`src/rtl/client_event_pkg.sv`:
```
// constants for the client-group event status block
// assumes a 32-bit axi4-lite register port and one system clock
package client_event_pkg;

  // -------------------------------------------------------------
  // register map
  // -------------------------------------------------------------
  localparam int ADDR_W = 12;
  localparam logic [11:0] STATUS_OFFSET = 12'h120;
  localparam logic [11:0] MASK_OFFSET = 12'h124;
  localparam logic [31:0] STATUS_RESET = 32'h0000_0000;
  localparam logic [31:0] MASK_RESET = 32'h0000_0000;

  // bits that hold a client; 31..30 and 18 are reserved
  localparam logic [31:0] IMPL_BITS = 32'h3ffb_ffff;
  // clients whose default event is end-of-frame received
  localparam logic [31:0] CAPTURE_DIR_BITS = 32'h3c23_03fc;

  // -------------------------------------------------------------
  // client bit positions
  // -------------------------------------------------------------
  localparam int CAP2_ANCILLARY_B_EVENT = 29;
  localparam int CAP2_ANCILLARY_A_EVENT = 28;
  localparam int CAP1_ANCILLARY_B_EVENT = 27;
  localparam int CAP1_ANCILLARY_A_EVENT = 26;
  localparam int XFER2_LUMA_EVENT = 25;
  localparam int XFER2_CHROMA_EVENT = 24;
  localparam int XFER1_LUMA_EVENT = 23;
  localparam int XFER1_CHROMA_EVENT = 22;
  localparam int WRITEBACK_OUT_EVENT = 21;
  localparam int PORT_CTRL_EVENT = 20;
  localparam int VBLANK_ENC_EVENT = 19;
  localparam int DENOISE_CHROMA_OUT_EVENT = 17;
  localparam int GRAPHICS_PLANE_DATA_EVENT = 0;

  // -------------------------------------------------------------
  // event selection carried by a control descriptor
  // -------------------------------------------------------------
  localparam logic [1:0] EV_END_OF_FRAME = 2'h0;
  localparam logic [1:0] EV_START_OF_FRAME = 2'h1;
  localparam logic [1:0] EV_LINE_COUNT = 2'h2;
  localparam logic [1:0] EV_NONE = 2'h3;
  localparam logic [1:0] EV_RESET = 2'h0;

  // -------------------------------------------------------------
  // axi response codes
  // -------------------------------------------------------------
  localparam logic [1:0] RESP_OKAY = 2'h0;
  localparam logic [1:0] RESP_SLVERR = 2'h2;

endpackage : client_event_pkg

```
`src/rtl/video_dma_client_event_status.sv`:
```
// sticky client event status register with mask and interrupt
// assumes axi4-lite master on aclk, client strobes synchronous to aclk
//
// Overview of operation
// [RQ1] status register at 0x120, 32 bits, all zero after reset
// [RQ2] client bit sets when its descriptor-selected event occurs
// [RQ3] capture clients without descriptor set on end-of-frame received
// [RQ4] display clients without descriptor set on end-of-frame sent
// [RQ5] a set bit stays set until software clears it or reset
// [RQ6] writing one clears that bit only; zero bits are untouched
// [RQ7] bits 29..26: cap2 ancillary b, a, cap1 ancillary b, a
// [RQ8] bits 25..22: xfer2 luma, xfer2 chroma, xfer1 luma, xfer1 chroma
// [RQ9] bit 21 write-back out, 20 port control, 19 vblank encoder
// [RQ10] bits 31..30 and 18 read zero and ignore writes
// [RQ11] bits 17..13 denoise, 12..10 graphics stream, 9..2 capture, 1..0 graphics
// [RQ12] status sets regardless of mask; irq when set bit is unmasked
// [RQ13] event and clear on same bit in same cycle leave it set
`timescale 1ns/1ns
`default_nettype none

module video_dma_client_event_status (
  input wire logic aclk,
  input wire logic aresetn,
  // axi4-lite slave
  input wire logic [11:0] awaddr,
  input wire logic awvalid,
  output logic awready,
  input wire logic [31:0] wdata,
  input wire logic [3:0] wstrb,
  input wire logic wvalid,
  output logic wready,
  output logic [1:0] bresp,
  output logic bvalid,
  input wire logic bready,
  input wire logic [11:0] araddr,
  input wire logic arvalid,
  output logic arready,
  output logic [31:0] rdata,
  output logic [1:0] rresp,
  output logic rvalid,
  input wire logic rready,
  // client strobes, one bit per status position
  input wire logic [31:0] eof_received,
  input wire logic [31:0] eof_sent,
  input wire logic [31:0] sof_strobe,
  input wire logic [31:0] line_strobe,
  // control descriptor delivery
  input wire logic desc_valid,
  input wire logic [4:0] desc_client,
  input wire logic [1:0] desc_event,
  // interrupt
  output logic irq
);

  // -------------------------------------------------------------
  // functions
  // -------------------------------------------------------------
  // byte strobes widened to a bit mask
  function automatic logic [31:0] strb_bits(input logic [3:0] s);
    logic [31:0] m;
    m = 32'h0000_0000;
    for (int b = 0; b < 4; b++)
    begin
      m[b*8 +: 8] = {8{s[b]}};
    end
    return m;
  endfunction : strb_bits

  // one client's event under its current selection
  function automatic logic client_hit(input logic [1:0] sel, input logic eof,
                                      input logic sof, input logic line);
    logic h;
    h = 1'b0;
    case (sel)
      client_event_pkg::EV_END_OF_FRAME: h = eof;
      client_event_pkg::EV_START_OF_FRAME: h = sof;
      client_event_pkg::EV_LINE_COUNT: h = line;
      default: h = 1'b0;
    endcase
    return h;
  endfunction : client_hit

  // word-aligned offset compare
  function automatic logic addr_is(input logic [11:0] a, input logic [11:0] off);
    return a[11:2] == off[11:2];
  endfunction : addr_is

  // -------------------------------------------------------------
  // state
  // -------------------------------------------------------------
  logic [31:0] status_q;
  logic [31:0] status_d;
  logic [31:0] mask_q;
  logic [1:0] sel_q [32];
  logic [11:0] awaddr_q;
  logic [31:0] wdata_q;
  logic [3:0] wstrb_q;
  logic aw_have_q;
  logic w_have_q;
  logic awready_q;
  logic wready_q;
  logic bvalid_q;
  logic [1:0] bresp_q;
  logic arready_q;
  logic rvalid_q;
  logic [31:0] rdata_q;
  logic [1:0] rresp_q;
  logic irq_q;
  logic do_write;
  logic [31:0] wmask;
  logic [31:0] clr_vec;
  logic [31:0] set_vec;
  logic [31:0] default_eof;
  logic [31:0] held_vec;
  logic [31:0] clear_only;
  logic pend;

  // -------------------------------------------------------------
  // event detection
  // -------------------------------------------------------------
  // default end-of-frame depends on the client's direction
  assign default_eof = (eof_received & client_event_pkg::CAPTURE_DIR_BITS) |
                       (eof_sent & ~client_event_pkg::CAPTURE_DIR_BITS); // RQ3 RQ4

  // per-client event, unmasked by the interrupt mask
  always_comb
  begin
    set_vec = 32'h0000_0000;
    for (int i = 0; i < 32; i++)
    begin
      set_vec[i] = client_hit(sel_q[i], default_eof[i], sof_strobe[i], line_strobe[i]); // RQ2
    end
    set_vec = set_vec & client_event_pkg::IMPL_BITS; // RQ7 RQ8 RQ9 RQ10 RQ11 RQ12
  end

  // descriptor selection per client, end-of-frame until configured
  always_ff @(posedge aclk)
  begin
    if (!aresetn)
    begin
      for (int i = 0; i < 32; i++)
      begin
        sel_q[i] <= client_event_pkg::EV_RESET;
      end
    end
    else if (desc_valid)
    begin
      sel_q[desc_client] <= desc_event; // RQ2
    end
  end

  // -------------------------------------------------------------
  // status register
  // -------------------------------------------------------------
  assign do_write = aw_have_q && w_have_q && !bvalid_q;
  assign wmask = strb_bits(wstrb_q);
  assign clr_vec = (do_write && addr_is(awaddr_q, client_event_pkg::STATUS_OFFSET)) ?
                   (wdata_q & wmask) : 32'h0000_0000; // RQ6
  // set wins over clear; reserved bits forced low
  assign status_d = ((status_q & ~clr_vec) | set_vec) &
                    client_event_pkg::IMPL_BITS; // RQ5 RQ13 RQ10

  // sticky status flops
  always_ff @(posedge aclk)
  begin
    if (!aresetn)
    begin
      status_q <= client_event_pkg::STATUS_RESET; // RQ1
    end
    else
    begin
      status_q <= status_d;
    end
  end

  // mask register, byte-lane writes
  always_ff @(posedge aclk)
  begin
    if (!aresetn)
    begin
      mask_q <= client_event_pkg::MASK_RESET;
    end
    else if (do_write && addr_is(awaddr_q, client_event_pkg::MASK_OFFSET))
    begin
      mask_q <= ((mask_q & ~wmask) | (wdata_q & wmask)) & client_event_pkg::IMPL_BITS;
    end
  end

  // level interrupt from any unmasked set bit
  assign pend = |(status_q & mask_q);
  always_ff @(posedge aclk)
  begin
    if (!aresetn)
    begin
      irq_q <= 1'b0;
    end
    else
    begin
      irq_q <= pend; // RQ12
    end
  end

  // -------------------------------------------------------------
  // axi4-lite write channel
  // -------------------------------------------------------------
  // address and data taken in either order, response after both
  always_ff @(posedge aclk)
  begin
    if (!aresetn)
    begin
      aw_have_q <= 1'b0;
      w_have_q <= 1'b0;
      awready_q <= 1'b0;
      wready_q <= 1'b0;
      awaddr_q <= 12'h000;
      wdata_q <= 32'h0000_0000;
      wstrb_q <= 4'h0;
      bvalid_q <= 1'b0;
      bresp_q <= client_event_pkg::RESP_OKAY;
    end
    else
    begin
      if (awvalid && awready_q)
      begin
        awaddr_q <= awaddr;
        aw_have_q <= 1'b1;
        awready_q <= 1'b0;
      end
      else if (!aw_have_q && !bvalid_q)
      begin
        awready_q <= 1'b1;
      end
      if (wvalid && wready_q)
      begin
        wdata_q <= wdata;
        wstrb_q <= wstrb;
        w_have_q <= 1'b1;
        wready_q <= 1'b0;
      end
      else if (!w_have_q && !bvalid_q)
      begin
        wready_q <= 1'b1;
      end
      if (do_write)
      begin
        aw_have_q <= 1'b0;
        w_have_q <= 1'b0;
        bvalid_q <= 1'b1;
        if (addr_is(awaddr_q, client_event_pkg::STATUS_OFFSET) ||
            addr_is(awaddr_q, client_event_pkg::MASK_OFFSET))
        begin
          bresp_q <= client_event_pkg::RESP_OKAY;
        end
        else
        begin
          bresp_q <= client_event_pkg::RESP_SLVERR;
        end
      end
      else if (bvalid_q && bready)
      begin
        bvalid_q <= 1'b0;
      end
    end
  end

  // -------------------------------------------------------------
  // axi4-lite read channel
  // -------------------------------------------------------------
  // one read at a time, data held until rready
  always_ff @(posedge aclk)
  begin
    if (!aresetn)
    begin
      arready_q <= 1'b0;
      rvalid_q <= 1'b0;
      rdata_q <= 32'h0000_0000;
      rresp_q <= client_event_pkg::RESP_OKAY;
    end
    else if (arvalid && arready_q)
    begin
      arready_q <= 1'b0;
      rvalid_q <= 1'b1;
      if (addr_is(araddr, client_event_pkg::STATUS_OFFSET))
      begin
        rdata_q <= status_q & client_event_pkg::IMPL_BITS; // RQ10
        rresp_q <= client_event_pkg::RESP_OKAY;
      end
      else if (addr_is(araddr, client_event_pkg::MASK_OFFSET))
      begin
        rdata_q <= mask_q;
        rresp_q <= client_event_pkg::RESP_OKAY;
      end
      else
      begin
        rdata_q <= 32'h0000_0000;
        rresp_q <= client_event_pkg::RESP_SLVERR;
      end
    end
    else if (rvalid_q && rready)
    begin
      rvalid_q <= 1'b0;
    end
    else if (!rvalid_q)
    begin
      arready_q <= 1'b1;
    end
  end

  // outputs straight from flops
  assign awready = awready_q;
  assign wready = wready_q;
  assign bvalid = bvalid_q;
  assign bresp = bresp_q;
  assign arready = arready_q;
  assign rvalid = rvalid_q;
  assign rdata = rdata_q;
  assign rresp = rresp_q;
  assign irq = irq_q;

  // -------------------------------------------------------------
  // checks
  // -------------------------------------------------------------
  assign held_vec = status_q & ~clr_vec;
  assign clear_only = status_q & clr_vec & ~set_vec;
  a_reset_clear: assert property (@(posedge aclk) !aresetn |=> status_q == 32'h0) // RQ1
    else $error("status not zero after reset");
  a_event_sets: assert property (@(posedge aclk) disable iff (!aresetn)
    (set_vec != 32'h0) |=> ((status_q & $past(set_vec)) == $past(set_vec))) // RQ2
    else $error("client event did not set its bit");
  a_cap_default: assert property (@(posedge aclk) disable iff (!aresetn)
    (sel_q[29] == 2'h0 && eof_received[29]) |=> status_q[29]) // RQ3
    else $error("capture default end-of-frame lost");
  a_disp_default: assert property (@(posedge aclk) disable iff (!aresetn)
    (sel_q[25] == 2'h0 && eof_sent[25] && !eof_received[25]) |=> status_q[25]) // RQ4
    else $error("display default end-of-frame lost");
  a_bit_sticky: assert property (@(posedge aclk) disable iff (!aresetn)
    (held_vec != 32'h0) |=> ((status_q & $past(held_vec)) == $past(held_vec))) // RQ5
    else $error("status bit dropped without clear");
  a_w1c_clear: assert property (@(posedge aclk) disable iff (!aresetn)
    (clear_only != 32'h0) |=> ((status_q & $past(clear_only)) == 32'h0)) // RQ6
    else $error("write one did not clear bit");
  a_map_cap1: assert property (@(posedge aclk) disable iff (!aresetn)
    (sel_q[26] == 2'h1 && sof_strobe[26]) |=> status_q[26]) // RQ7
    else $error("cap1 ancillary a not on bit 26");
  a_map_xfer: assert property (@(posedge aclk) disable iff (!aresetn)
    (sel_q[22] == 2'h2 && line_strobe[22]) |=> status_q[22]) // RQ8
    else $error("xfer1 chroma not on bit 22");
  a_map_vblank: assert property (@(posedge aclk) disable iff (!aresetn)
    (sel_q[19] == 2'h0 && eof_sent[19] && !eof_received[19]) |=> status_q[19]) // RQ9
    else $error("vblank client not on bit 19");
  a_reserved_zero: assert property (@(posedge aclk) disable iff (!aresetn)
    rvalid_q |-> (rdata_q[31:30] == 2'h0 && rdata_q[18] == 1'b0)) // RQ10
    else $error("reserved bits read nonzero");
  a_map_denoise: assert property (@(posedge aclk) disable iff (!aresetn)
    (sel_q[13] == 2'h0 && eof_sent[13] && !eof_received[13]) |=> status_q[13]) // RQ11
    else $error("denoise input not on bit 13");
  a_irq_level: assert property (@(posedge aclk) disable iff (!aresetn)
    irq_q == $past(pend)) // RQ12
    else $error("irq not following unmasked status");
  a_set_wins: assert property (@(posedge aclk) disable iff (!aresetn)
    ((set_vec & clr_vec) != 32'h0) |=> ((status_q & $past(set_vec)) == $past(set_vec))) // RQ13
    else $error("event lost against clear");
  a_write_resp: assert property (@(posedge aclk) disable iff (!aresetn)
    (bvalid_q && !bready) |=> bvalid_q)
    else $error("write response withdrawn");
endmodule : video_dma_client_event_status
`default_nettype wire

```
`config.mk`:
```
export PLATFORM = sky130hd
export DESIGN_NAME = video_dma_client_event_status
export DESIGN_NICKNAME = d
export VERILOG_FILES = /design/src/rtl/client_event_pkg.sv /design/src/rtl/video_dma_client_event_status.sv
export SDC_FILE = /design/constraint.sdc
export NUM_CORES = 1
export LEC_CHECK = 0
export BUFFER_PORTS_ARGS = -buffer_cell sky130_fd_sc_hd__buf_4
export CORE_MARGIN = 2
export CORE_UTILIZATION = 54
export CTS_CLUSTER_DIAMETER = 50
export DETAILED_ROUTE_END_ITERATION = 8
export HOLD_SLACK_MARGIN = 0.15
export PLACE_DENSITY_LB_ADDON = 0.3
export SETUP_SLACK_MARGIN = 0.3
export SYNTH_ARGS = -nofsm -noshare
export SYNTH_HDL_FRONTEND = slang
export SYNTH_SLANG_ARGS = --single-unit
```
`constraint.sdc`:
```
create_clock -name aclk -period 5.8 [get_ports aclk]
set_input_delay 0 -clock aclk [delete_from_list [all_inputs] [get_ports aclk]]
set_output_delay 0 -clock aclk [all_outputs]
set_load 0.005 [all_outputs]
```
* After elaboration in Yosys (flattened, before gate mapping)
Memories as Yosys holds them, arrays and structs flattened. Cells that the tools add are included.
Cells by class: bitwise gates (word level) 12, reduce and logical (&&, ||, !) cells 53, equality and inequality tests 62, mux-type cells 46
Operators by type and width (number):
- 30-bit AND | 4
- 30-bit 2-to-1 mux | 3
- 1-bit case mux with 3 select lines | 29
- 30-bit inverter | 2
- 30-bit bitwise OR | 2
- 2-bit by 1-bit == test with 1-bit output (second input constant) | 29
- 2-bit == test (second input constant) | 29
- 2-bit zero test | 29
- 10-bit by 7-bit == test with 1-bit output (second input constant) | 4
- 32-bit OR reduction | 1
- 30-bit by 26-bit bitwise OR with 30-bit output | 1
- 1-bit logical AND | 11
- 2-bit OR reduction | 5
- 1-bit 2-to-1 mux | 9
- 2-bit 2-to-1 mux | 4
- 5-bit 2-to-1 mux | 1
- 2-bit nonzero test | 2
- 1-bit zero test | 3
- 1-bit inverter | 3
- 2-bit AND reduction | 1
- 1-bit logical OR | 1
Storage, ports and cells: bits in registers 148, word-level logic and storage cells 190, memories kept 1, RAM bits 64
Memories:
- sel_q | words 32, bits a word 2, rd ports 29, clocked after memory_dff 0, wr ports 32, RTL line video_dma_client_event_status.sv:94 | logic [1:0] sel_q [32];

* Logic depth before layout (Yosys ltp)
Gate-level depths: netlist of run 1.
depth in word-level cells 7, mapped depth 6

* Worst setup path after synthesis of run 1
No wires, ideal clock.
kind reg2reg, from reg awaddr_q[9], to reg status_q[16], cell stages (with the launch flop) 6, period minus slack after synthesis 1969 ps, arrival time 1854 ps, slack 3831 ps, setup time 115 ps, cells stage by stage dfxtp_1 -> or4b_4 -> buf_6 -> nor4_1 -> a21boi_0 -> o21a_1
Between the ends: word-level cells in the longest chain between the ends 6
RTL lines:
- start, declared | RTL line video_dma_client_event_status.sv:95 | logic [11:0] awaddr_q;
- start signal, assigned | RTL line video_dma_client_event_status.sv:225 | awaddr_q <= awaddr;
- 10-bit by 7-bit == test with 1-bit output | RTL line video_dma_client_event_status.sv:85 | return a[11:2] == off[11:2];
- 1-bit logical AND | RTL line video_dma_client_event_status.sv:157 | assign clr_vec = (do_write && addr_is(awaddr_q, client_event_pkg::STATUS_OFFSET)) ?
- 30-bit 2-to-1 mux | RTL line video_dma_client_event_status.sv:157
- 30-bit inverter
- 30-bit AND
- 30-bit bitwise OR | RTL line video_dma_client_event_status.sv:160 | assign status_d = ((status_q & ~clr_vec) | set_vec) &
- end signal, assigned | RTL line video_dma_client_event_status.sv:168 | status_q <= client_event_pkg::STATUS_RESET;
- end signal, assigned | RTL line video_dma_client_event_status.sv:172 | status_q <= status_d;
- end, declared | RTL line video_dma_client_event_status.sv:91 | logic [31:0] status_q;
Every way passes these cells. A chain may end at the register's enable or synchronous reset.

* Worst setup path after layout of run 1
from reg bvalid_q, in the netlist bvalid, to reg status_q[28]
Between the ends: word-level cells in the longest chain between the ends 7
RTL lines:
- start, declared | RTL line video_dma_client_event_status.sv:102 | logic bvalid_q;
- start signal, assigned | RTL line video_dma_client_event_status.sv:218 | bvalid_q <= 1'b0;
- start signal, assigned | RTL line video_dma_client_event_status.sv:248 | bvalid_q <= 1'b1;
- start signal, assigned | RTL line video_dma_client_event_status.sv:261 | bvalid_q <= 1'b0;
- 1-bit zero test | RTL line video_dma_client_event_status.sv:155 | assign do_write = aw_have_q && w_have_q && !bvalid_q;
- 1-bit logical AND | RTL line video_dma_client_event_status.sv:155
- 1-bit logical AND | RTL line video_dma_client_event_status.sv:157
- 30-bit 2-to-1 mux | RTL line video_dma_client_event_status.sv:157
- 30-bit inverter
- 30-bit AND
- 30-bit bitwise OR | RTL line video_dma_client_event_status.sv:160
Every way passes these cells.

==> results of run 1 <==
==> power by group through the flow <==
stage | Combinational [mW] | Sequential [mW] | Clock, mW
CTS | 0.349 | 1.53 | 1.26
floorplan | 0.156 | 1.54 | 0
finish | 0.359 | 1.53 | 1.25
detailed placement | 0.284 | 1.56 | 0
global route | 0.386 | 1.54 | 1.32
global placement | 0.279 | 1.56 | 0
==> per-layer routing <==
layer	GRT usage [%]	vias up	part of all wire, %
met5	0	-	0
li1	-	3735	-
met1	35.3	3725	41
met2	47.6	345	48
met4	9.80	0	2.4
met3	5.79	47	8.2
==> cells by family after synthesis <==
logic type,synth area share (%)
buf+inv,3.03
mux,9.68
simple gates,22.4
compound gates,14.4
flops,50.5
other cells,0.0417
==> cells in the final DEF (no fill, tap or decap), types with 5 or more instances in the layout <==
cell type      instances
dfxtp_1              140
a22oi_1                7
clkbuf_16             18
and2_1                37
nor2_1                12
mux2i_1               87
buf_4                195
nand3b_1              32
dlygate4sd3_1        110
a21boi_0              74
o21ai_0               74
edfxtp_1              58
nor2b_1               31
o21a_1                31
conb_1                 5
and3_1                54
nand2_1              153
==> final cells by class <==
cell class / count / area, sq um
well taps: 220 / 275
repair buffers: 305 / 2560
fillers: 1117 / 4180
clock inverters: 10 / 139
multi-input cells: 649 / 4200
flip-flops and latches: 198 / 4540
inverters: 2 / 7.51
clock buffers: 22 / 495
==> timing repair <==
action                                 CTS  global route
setup buffers                            0             0
endpoints found under the hold margin  144             0
hold buffers                           110             0
resized for setup                        0             0
==> final timing paths <==
kind / end / slack, ns / cells past startpoint
worst max-delay path: status_q[28] / 3.00 / 4
worst min-delay path: status_q[23] / 0.17 / 2
worst max register to register: status_q[28] / 3.00 / 4
worst min register to register: wstrb_q[3] / 0.48 / 2
==> worst register-to-register path: stages (launching register included) <==
cell	delay, ns
dfxtp_1	0.36
nand3b_1	0.62
nor4_1	1.20
a21boi_0	0.29
o21a_1	0.23
==> stage by stage <==
stage	setup WS, ns	instance area (sq um)
floorplan	3.83	9010
global placement	3.26	10500
detailed placement	3.19	10500
CTS	3.18	12200
global route	2.86	12200
finish	3.00	12200
==> flow_summary.ini, run 1 <==
[run_status]
status = finished, final reports clean

[synth]
ys_seq_elements = 198
yosysTopAreaCell = dfxtp_1
synth_cell_type_count = 41
yosysWarningCount = 0
ys_top_cells_by_count = 153 x nand2_1, 140 x dfxtp_1, 87 x mux2i_1
synth_area_leaders = dfxtp_1 31%, edfxtp_1 19%, mux2i_1 9.7%
syn_area_sq_um = 9000
synth_top_area_share_pct = 31.2
synth_flop_cell = dfxtp_1
synth_edf_count = 58
yosysMostFrequentCell = nand2_1
avgSynthCellArea_sq_um = 9.91
ys_async_sr_fraction_pct = 0
netlist_instances = 908
yosysSeqAreaShare_pct = 50.5

[job]
drv_cap = 0

[worst_setup_path]
worstPathRequired_ns = 6.13
worstSetupEndpointType = register
r2r-start = bvalid
path_cells = nand3b_1 -> nor4_1 -> a21boi_0 -> o21a_1
path_buf_inv = 0
crit_slowest_cell = nor4_1
arrival_ns = 3.12
worstPathMaxFanout = 12
crit_type = reg2reg
cp_top_family = simple AND/OR/NAND/NOR gates
max_stage_delay_ns = 1.19
cp-startpoint = bvalid
crit_path_start_kind = register

[pwr]
leakage_nw = 5.04
sequentialPowerShare_pct = 48.7
p_clk_share_pct = 39.9
vdd_drop_max_v = 0.000215
sw_frac_of_total_pct = 23.0
switchingPower_mw = 0.722
total_power_mw = 3.15
combPwrFrac_pct = 11.4
p_per_area_nw_per_um2 = 257
p_int_mw = 2.42

[global_routing]
antenna_found_initial = 0
grt_start_max_net_pins = 88
grt_pass1_wl_um = 38600
grt_pass1_vias = 7691
track_usage_pct = 27.9
grt_overflow = 0

[floorplan]
ios = 245
die_area_sq_um = 17700
die_h_um = 133
die_w_um = 133
start_util_pct = 54.8
row_count = 47
coreArea_sq_um = 16400

[sta]
finalSetupViolCount = 0
skew_ns = 0.00591
maxSlewViolCount = 0
timing.hold.ws_ns = 0.168
tightestPinTransition_ns = 1.21
max_freq_mhz = 357
rsz0062_at_grt = no
setup_tns_ns = 0
period_minus_slack_ns = 2.80
fin_crit_sh_pct = 48.2
relSlewSlack_pct = 18.5
hold_viol = 0

[cells_and_area]
areaGrowthSynthToFinish_pct = 35.9
finalNetCount = 1376
antennaDiodeCount = 0
final_util_pct = 74.5
fin_cells = 1406
layout-drive-gt1-share_pct = 20.2

[routing]
avgRoutedWirePerCell_um = 17.8
dr.pass1.iters = 5
route.detailed.drc = 0
vias = 7852
drt_first_iter_violations = 503
viasPerCell = 5.58
wl_um = 25000
drtAntennaViolNets = 0

[cts]
cts_buffers = 17
clockBufferDepth = 2
cts_sinks = 198
clk_latency_ns = 0.43
htree_levels = 4
cts_tree = done
clk_pin_slew_ns = 0.07
cts_root_buf = clkbuf_16

[placement]
dp_cells = 1264
numPortBuffers = 191
hpwl_um = 16400
place_congestion = 0.831

[min_path]
hold_start = aresetn
hold_class = in2reg
Note: power is estimated with default switching activity, not from simulation.
==> run 2, diff against run 1 <==
Settings changed: ABC_AREA set to 1, CORE_UTILIZATION 54 to 53.
Clock period 5.8 ns to 2.6 ns, I/O delays scaled along.
==> run 2 against run 1 <==
  * Synthesized cell count grew 44%
  * Utilization shrank 0.88 points
  * Combinational power grew to 2.8 times the previous value
  * Non-clock buffer count grew 19
  * Critical path depth grew 3
  * Highest routed layer unchanged
==> flow_summary.ini, run 2 <==
[placement]
hpwl_um = 18300
numPortBuffers = 191
place_ws_ns = 0.788
dpl_cell_area_sq_um = 11100
place_congestion = 0.889

[worst_setup_path]
path_buf_inv = 4
r2r-end = status_q[25]
r2r_setup_slack_ns = 0.46
max_stage_delay_ns = 0.64
arrival_ns = 2.41
crit_slowest_cell = dlygate4sd3_1
crit_type = in2reg
crit_path_start_kind = input port
path_cells = dlygate4sd3_1 -> buf_4 -> nor3_1 -> dlygate4sd3_1 -> nand2_1 -> dlygate4sd3_1 -> nand2_1
worstPathMaxFanout = 5
worstPathRequired_ns = 2.74
worstSetupEndpointType = register
cpMostUsedCell = dlygate4sd3_1
r2r-start = sel_q[25][1]
cp_top_family = buffers and inverters
rr_worst_depth = 6

[global_routing]
antenna_found_initial = 0
grt_pass1_vias = 9202
grtUsageMet1_pct = 38.1
met2_usage_pct = 48.6
track_usage_pct = 29.9
use_met3_pct = 8.08
grt_overflow = 0
busiest_layer = met2
grt_start_max_net_pins = 77
grt_pass1_wl_um = 44300

[synth]
yosysTopAreaCell = dfxtp_1
yosysMostFrequentCell = nand2_1
synth_flop_cell = dfxtp_1
yosysSeqAreaShare_pct = 47.8
synth_cell_type_count = 25
ys_seq_elements = 198
synth_area_leaders = dfxtp_1 30%, edfxtp_1 18%, nand2_1 11%
netlist_instances = 1307
synth_edf_count = 58
avgSynthCellArea_sq_um = 7.27
synth_top_area_share_pct = 29.5
ys_async_sr_fraction_pct = 0
yosysWarningCount = 0
syn_area_sq_um = 9500
ys_top_cells_by_count = 286 x nand2_1, 218 x nor2_1, 175 x inv_1

[routing]
avgRoutedWirePerCell_um = 15.3
viasPerCell = 5.40
wl_um = 27800
drtAntennaViolNets = 0
drt_first_iter_violations = 672
vias = 9777
dr.pass1.iters = 7
route.detailed.drc = 0

[floorplan]
coreArea_sq_um = 17400
die_h_um = 138
die_w_um = 138
ios = 245
die_area_sq_um = 19000
row_count = 48
start_util_pct = 54.5

[cells_and_area]
design_area_sq_um = 12800
finalNetCount = 1776
areaGrowthSynthToFinish_pct = 35.0
layout-drive-gt1-share_pct = 16.6
n_fill_cell = 1305
layout.cells.most_common = nand2_1
antennaDiodeCount = 0
mostFrequentLayoutCells = 286 x nand2_1, 216 x nor2_1, 208 x buf_4

[cts]
cts_tree = done
htree_levels = 4
cts_sinks = 198
clk_pin_slew_ns = 0.07
cts_root_buf = clkbuf_16
clockBufferDepth = 2
cts_resized = 0
clk_latency_ns = 0.43
cts_buffers = 17

[sta]
maxSlewViolCount = 0
setup_slack_ns = 0.332
setup_tns_ns = 0
period_minus_slack_ns = 2.27
relSlewSlack_pct = 27.8
tightestPinTransition_ns = 1.08
fin_crit_sh_pct = 87.2
max_freq_mhz = 441
rsz0062_at_grt = no
timing.hold.ws_ns = 0.217
hold_viol = 0
skew_ns = 0.00982
finalSetupViolCount = 0

[pwr]
sequentialPowerShare_pct = 48.2
vdd_drop_max_v = 0.000580
switchingPower_mw = 1.81
p_clk_share_pct = 37.6
p_per_area_nw_per_um2 = 565
combPwrFrac_pct = 14.1
sw_frac_of_total_pct = 25.0
p_int_mw = 5.43
leakage_nw = 5.87

[min_path]
hold_start = awvalid
hold_depth = 3
hold_class = in2reg
min_to = awaddr_q[6]

[run_status]
status = finished, final reports clean

[job]
drv_cap = 0
-- run 2: logic make-up (layout without fill, tap and decap cells) --
| logic type | count (synthesis) | count (layout) | synth area share [%] |
|---|---|---|---|
| AOI/OAI and AO/OA | 145 | 145 | 8.84 |
| and+or+nand+nor | 705 | 705 | 32.7 |
| DFF | 198 | 198 | 47.8 |
| buffers and inverters | 258 | 533 | 10.6 |
| other | 1 | 5 | 0.0395 |
-- run 2: worst max-delay path by stage --
stage                              start           to  slack, ns  cells past startpoint
after floorplan              awaddr_q[3]     register       1.23                      8
after global placement           arready    rdata[13]       0.81                      7
after detailed placement         arready    rdata[22]       0.79                      7
after CTS                 desc_client[4]  sel_q[0][0]       0.39                      7
after global routing      desc_client[4]  sel_q[0][1]       0.31                      7
final                     desc_client[4]  sel_q[0][0]       0.33                      7
-- run 2: routing by layer --
layer | wire length (um) | part of all wire [%]
met1 | 11200 | 40
met2 | 13000 | 47
met3 | 2710 | 9.8
met4 | 850 | 3.1
met5 | 0 | 0
-- run 2: metrics by stage --
stage / instances / power [mW] / utilization, %
2_1_floorplan: 1311 / 3.97 / -
3_3_place_gp: 1664 / 4.35 / 63.5
3_5_place_dp: 1664 / 4.38 / 63.5
4_1_cts: 1811 / 7.22 / 73.6
5_1_grt: 1811 / 7.51 / 73.6
6_report: 1811 / 7.24 / 73.6
-- run 2: tightest hold or removal path, cell delays in order --
cell,delay (ns)
buf_4,0.08
nand2_1,0.30
a21oi_1,0.24
-- run 2: power groups by stage --
stage,Combinational (mW),Clock [mW],Sequential (mW)
finish,1.02,2.73,3.49
global route,1.12,2.88,3.51
CTS,0.997,2.74,3.48
detailed placement,0.832,0,3.55
global placement,0.812,0,3.54
floorplan,0.462,0,3.50
-- run 2: what timing repair did --
item | in CTS | in global routing
hold buffers | 115 | 0
buffers inserted | 0 | 0
endpoints found under the hold margin | 182 | 0
-- run 2: cell type report --
| cell class | instances | area [sq um] | share of cell area [%] |
|---|---|---|---|
| Sequential cell | 198 | 4540 | 35.4 |
| Inverter | 177 | 664 | 5.18 |
| Clock inverter | 9 | 103 | 0.800 |
| Timing Repair Buffer | 324 | 2730 | 21.3 |
| Tap cell | 225 | 282 | 2.19 |
| Multi-Input combinational cell | 855 | 3980 | 31.0 |
| Clock buffer | 23 | 520 | 4.06 |
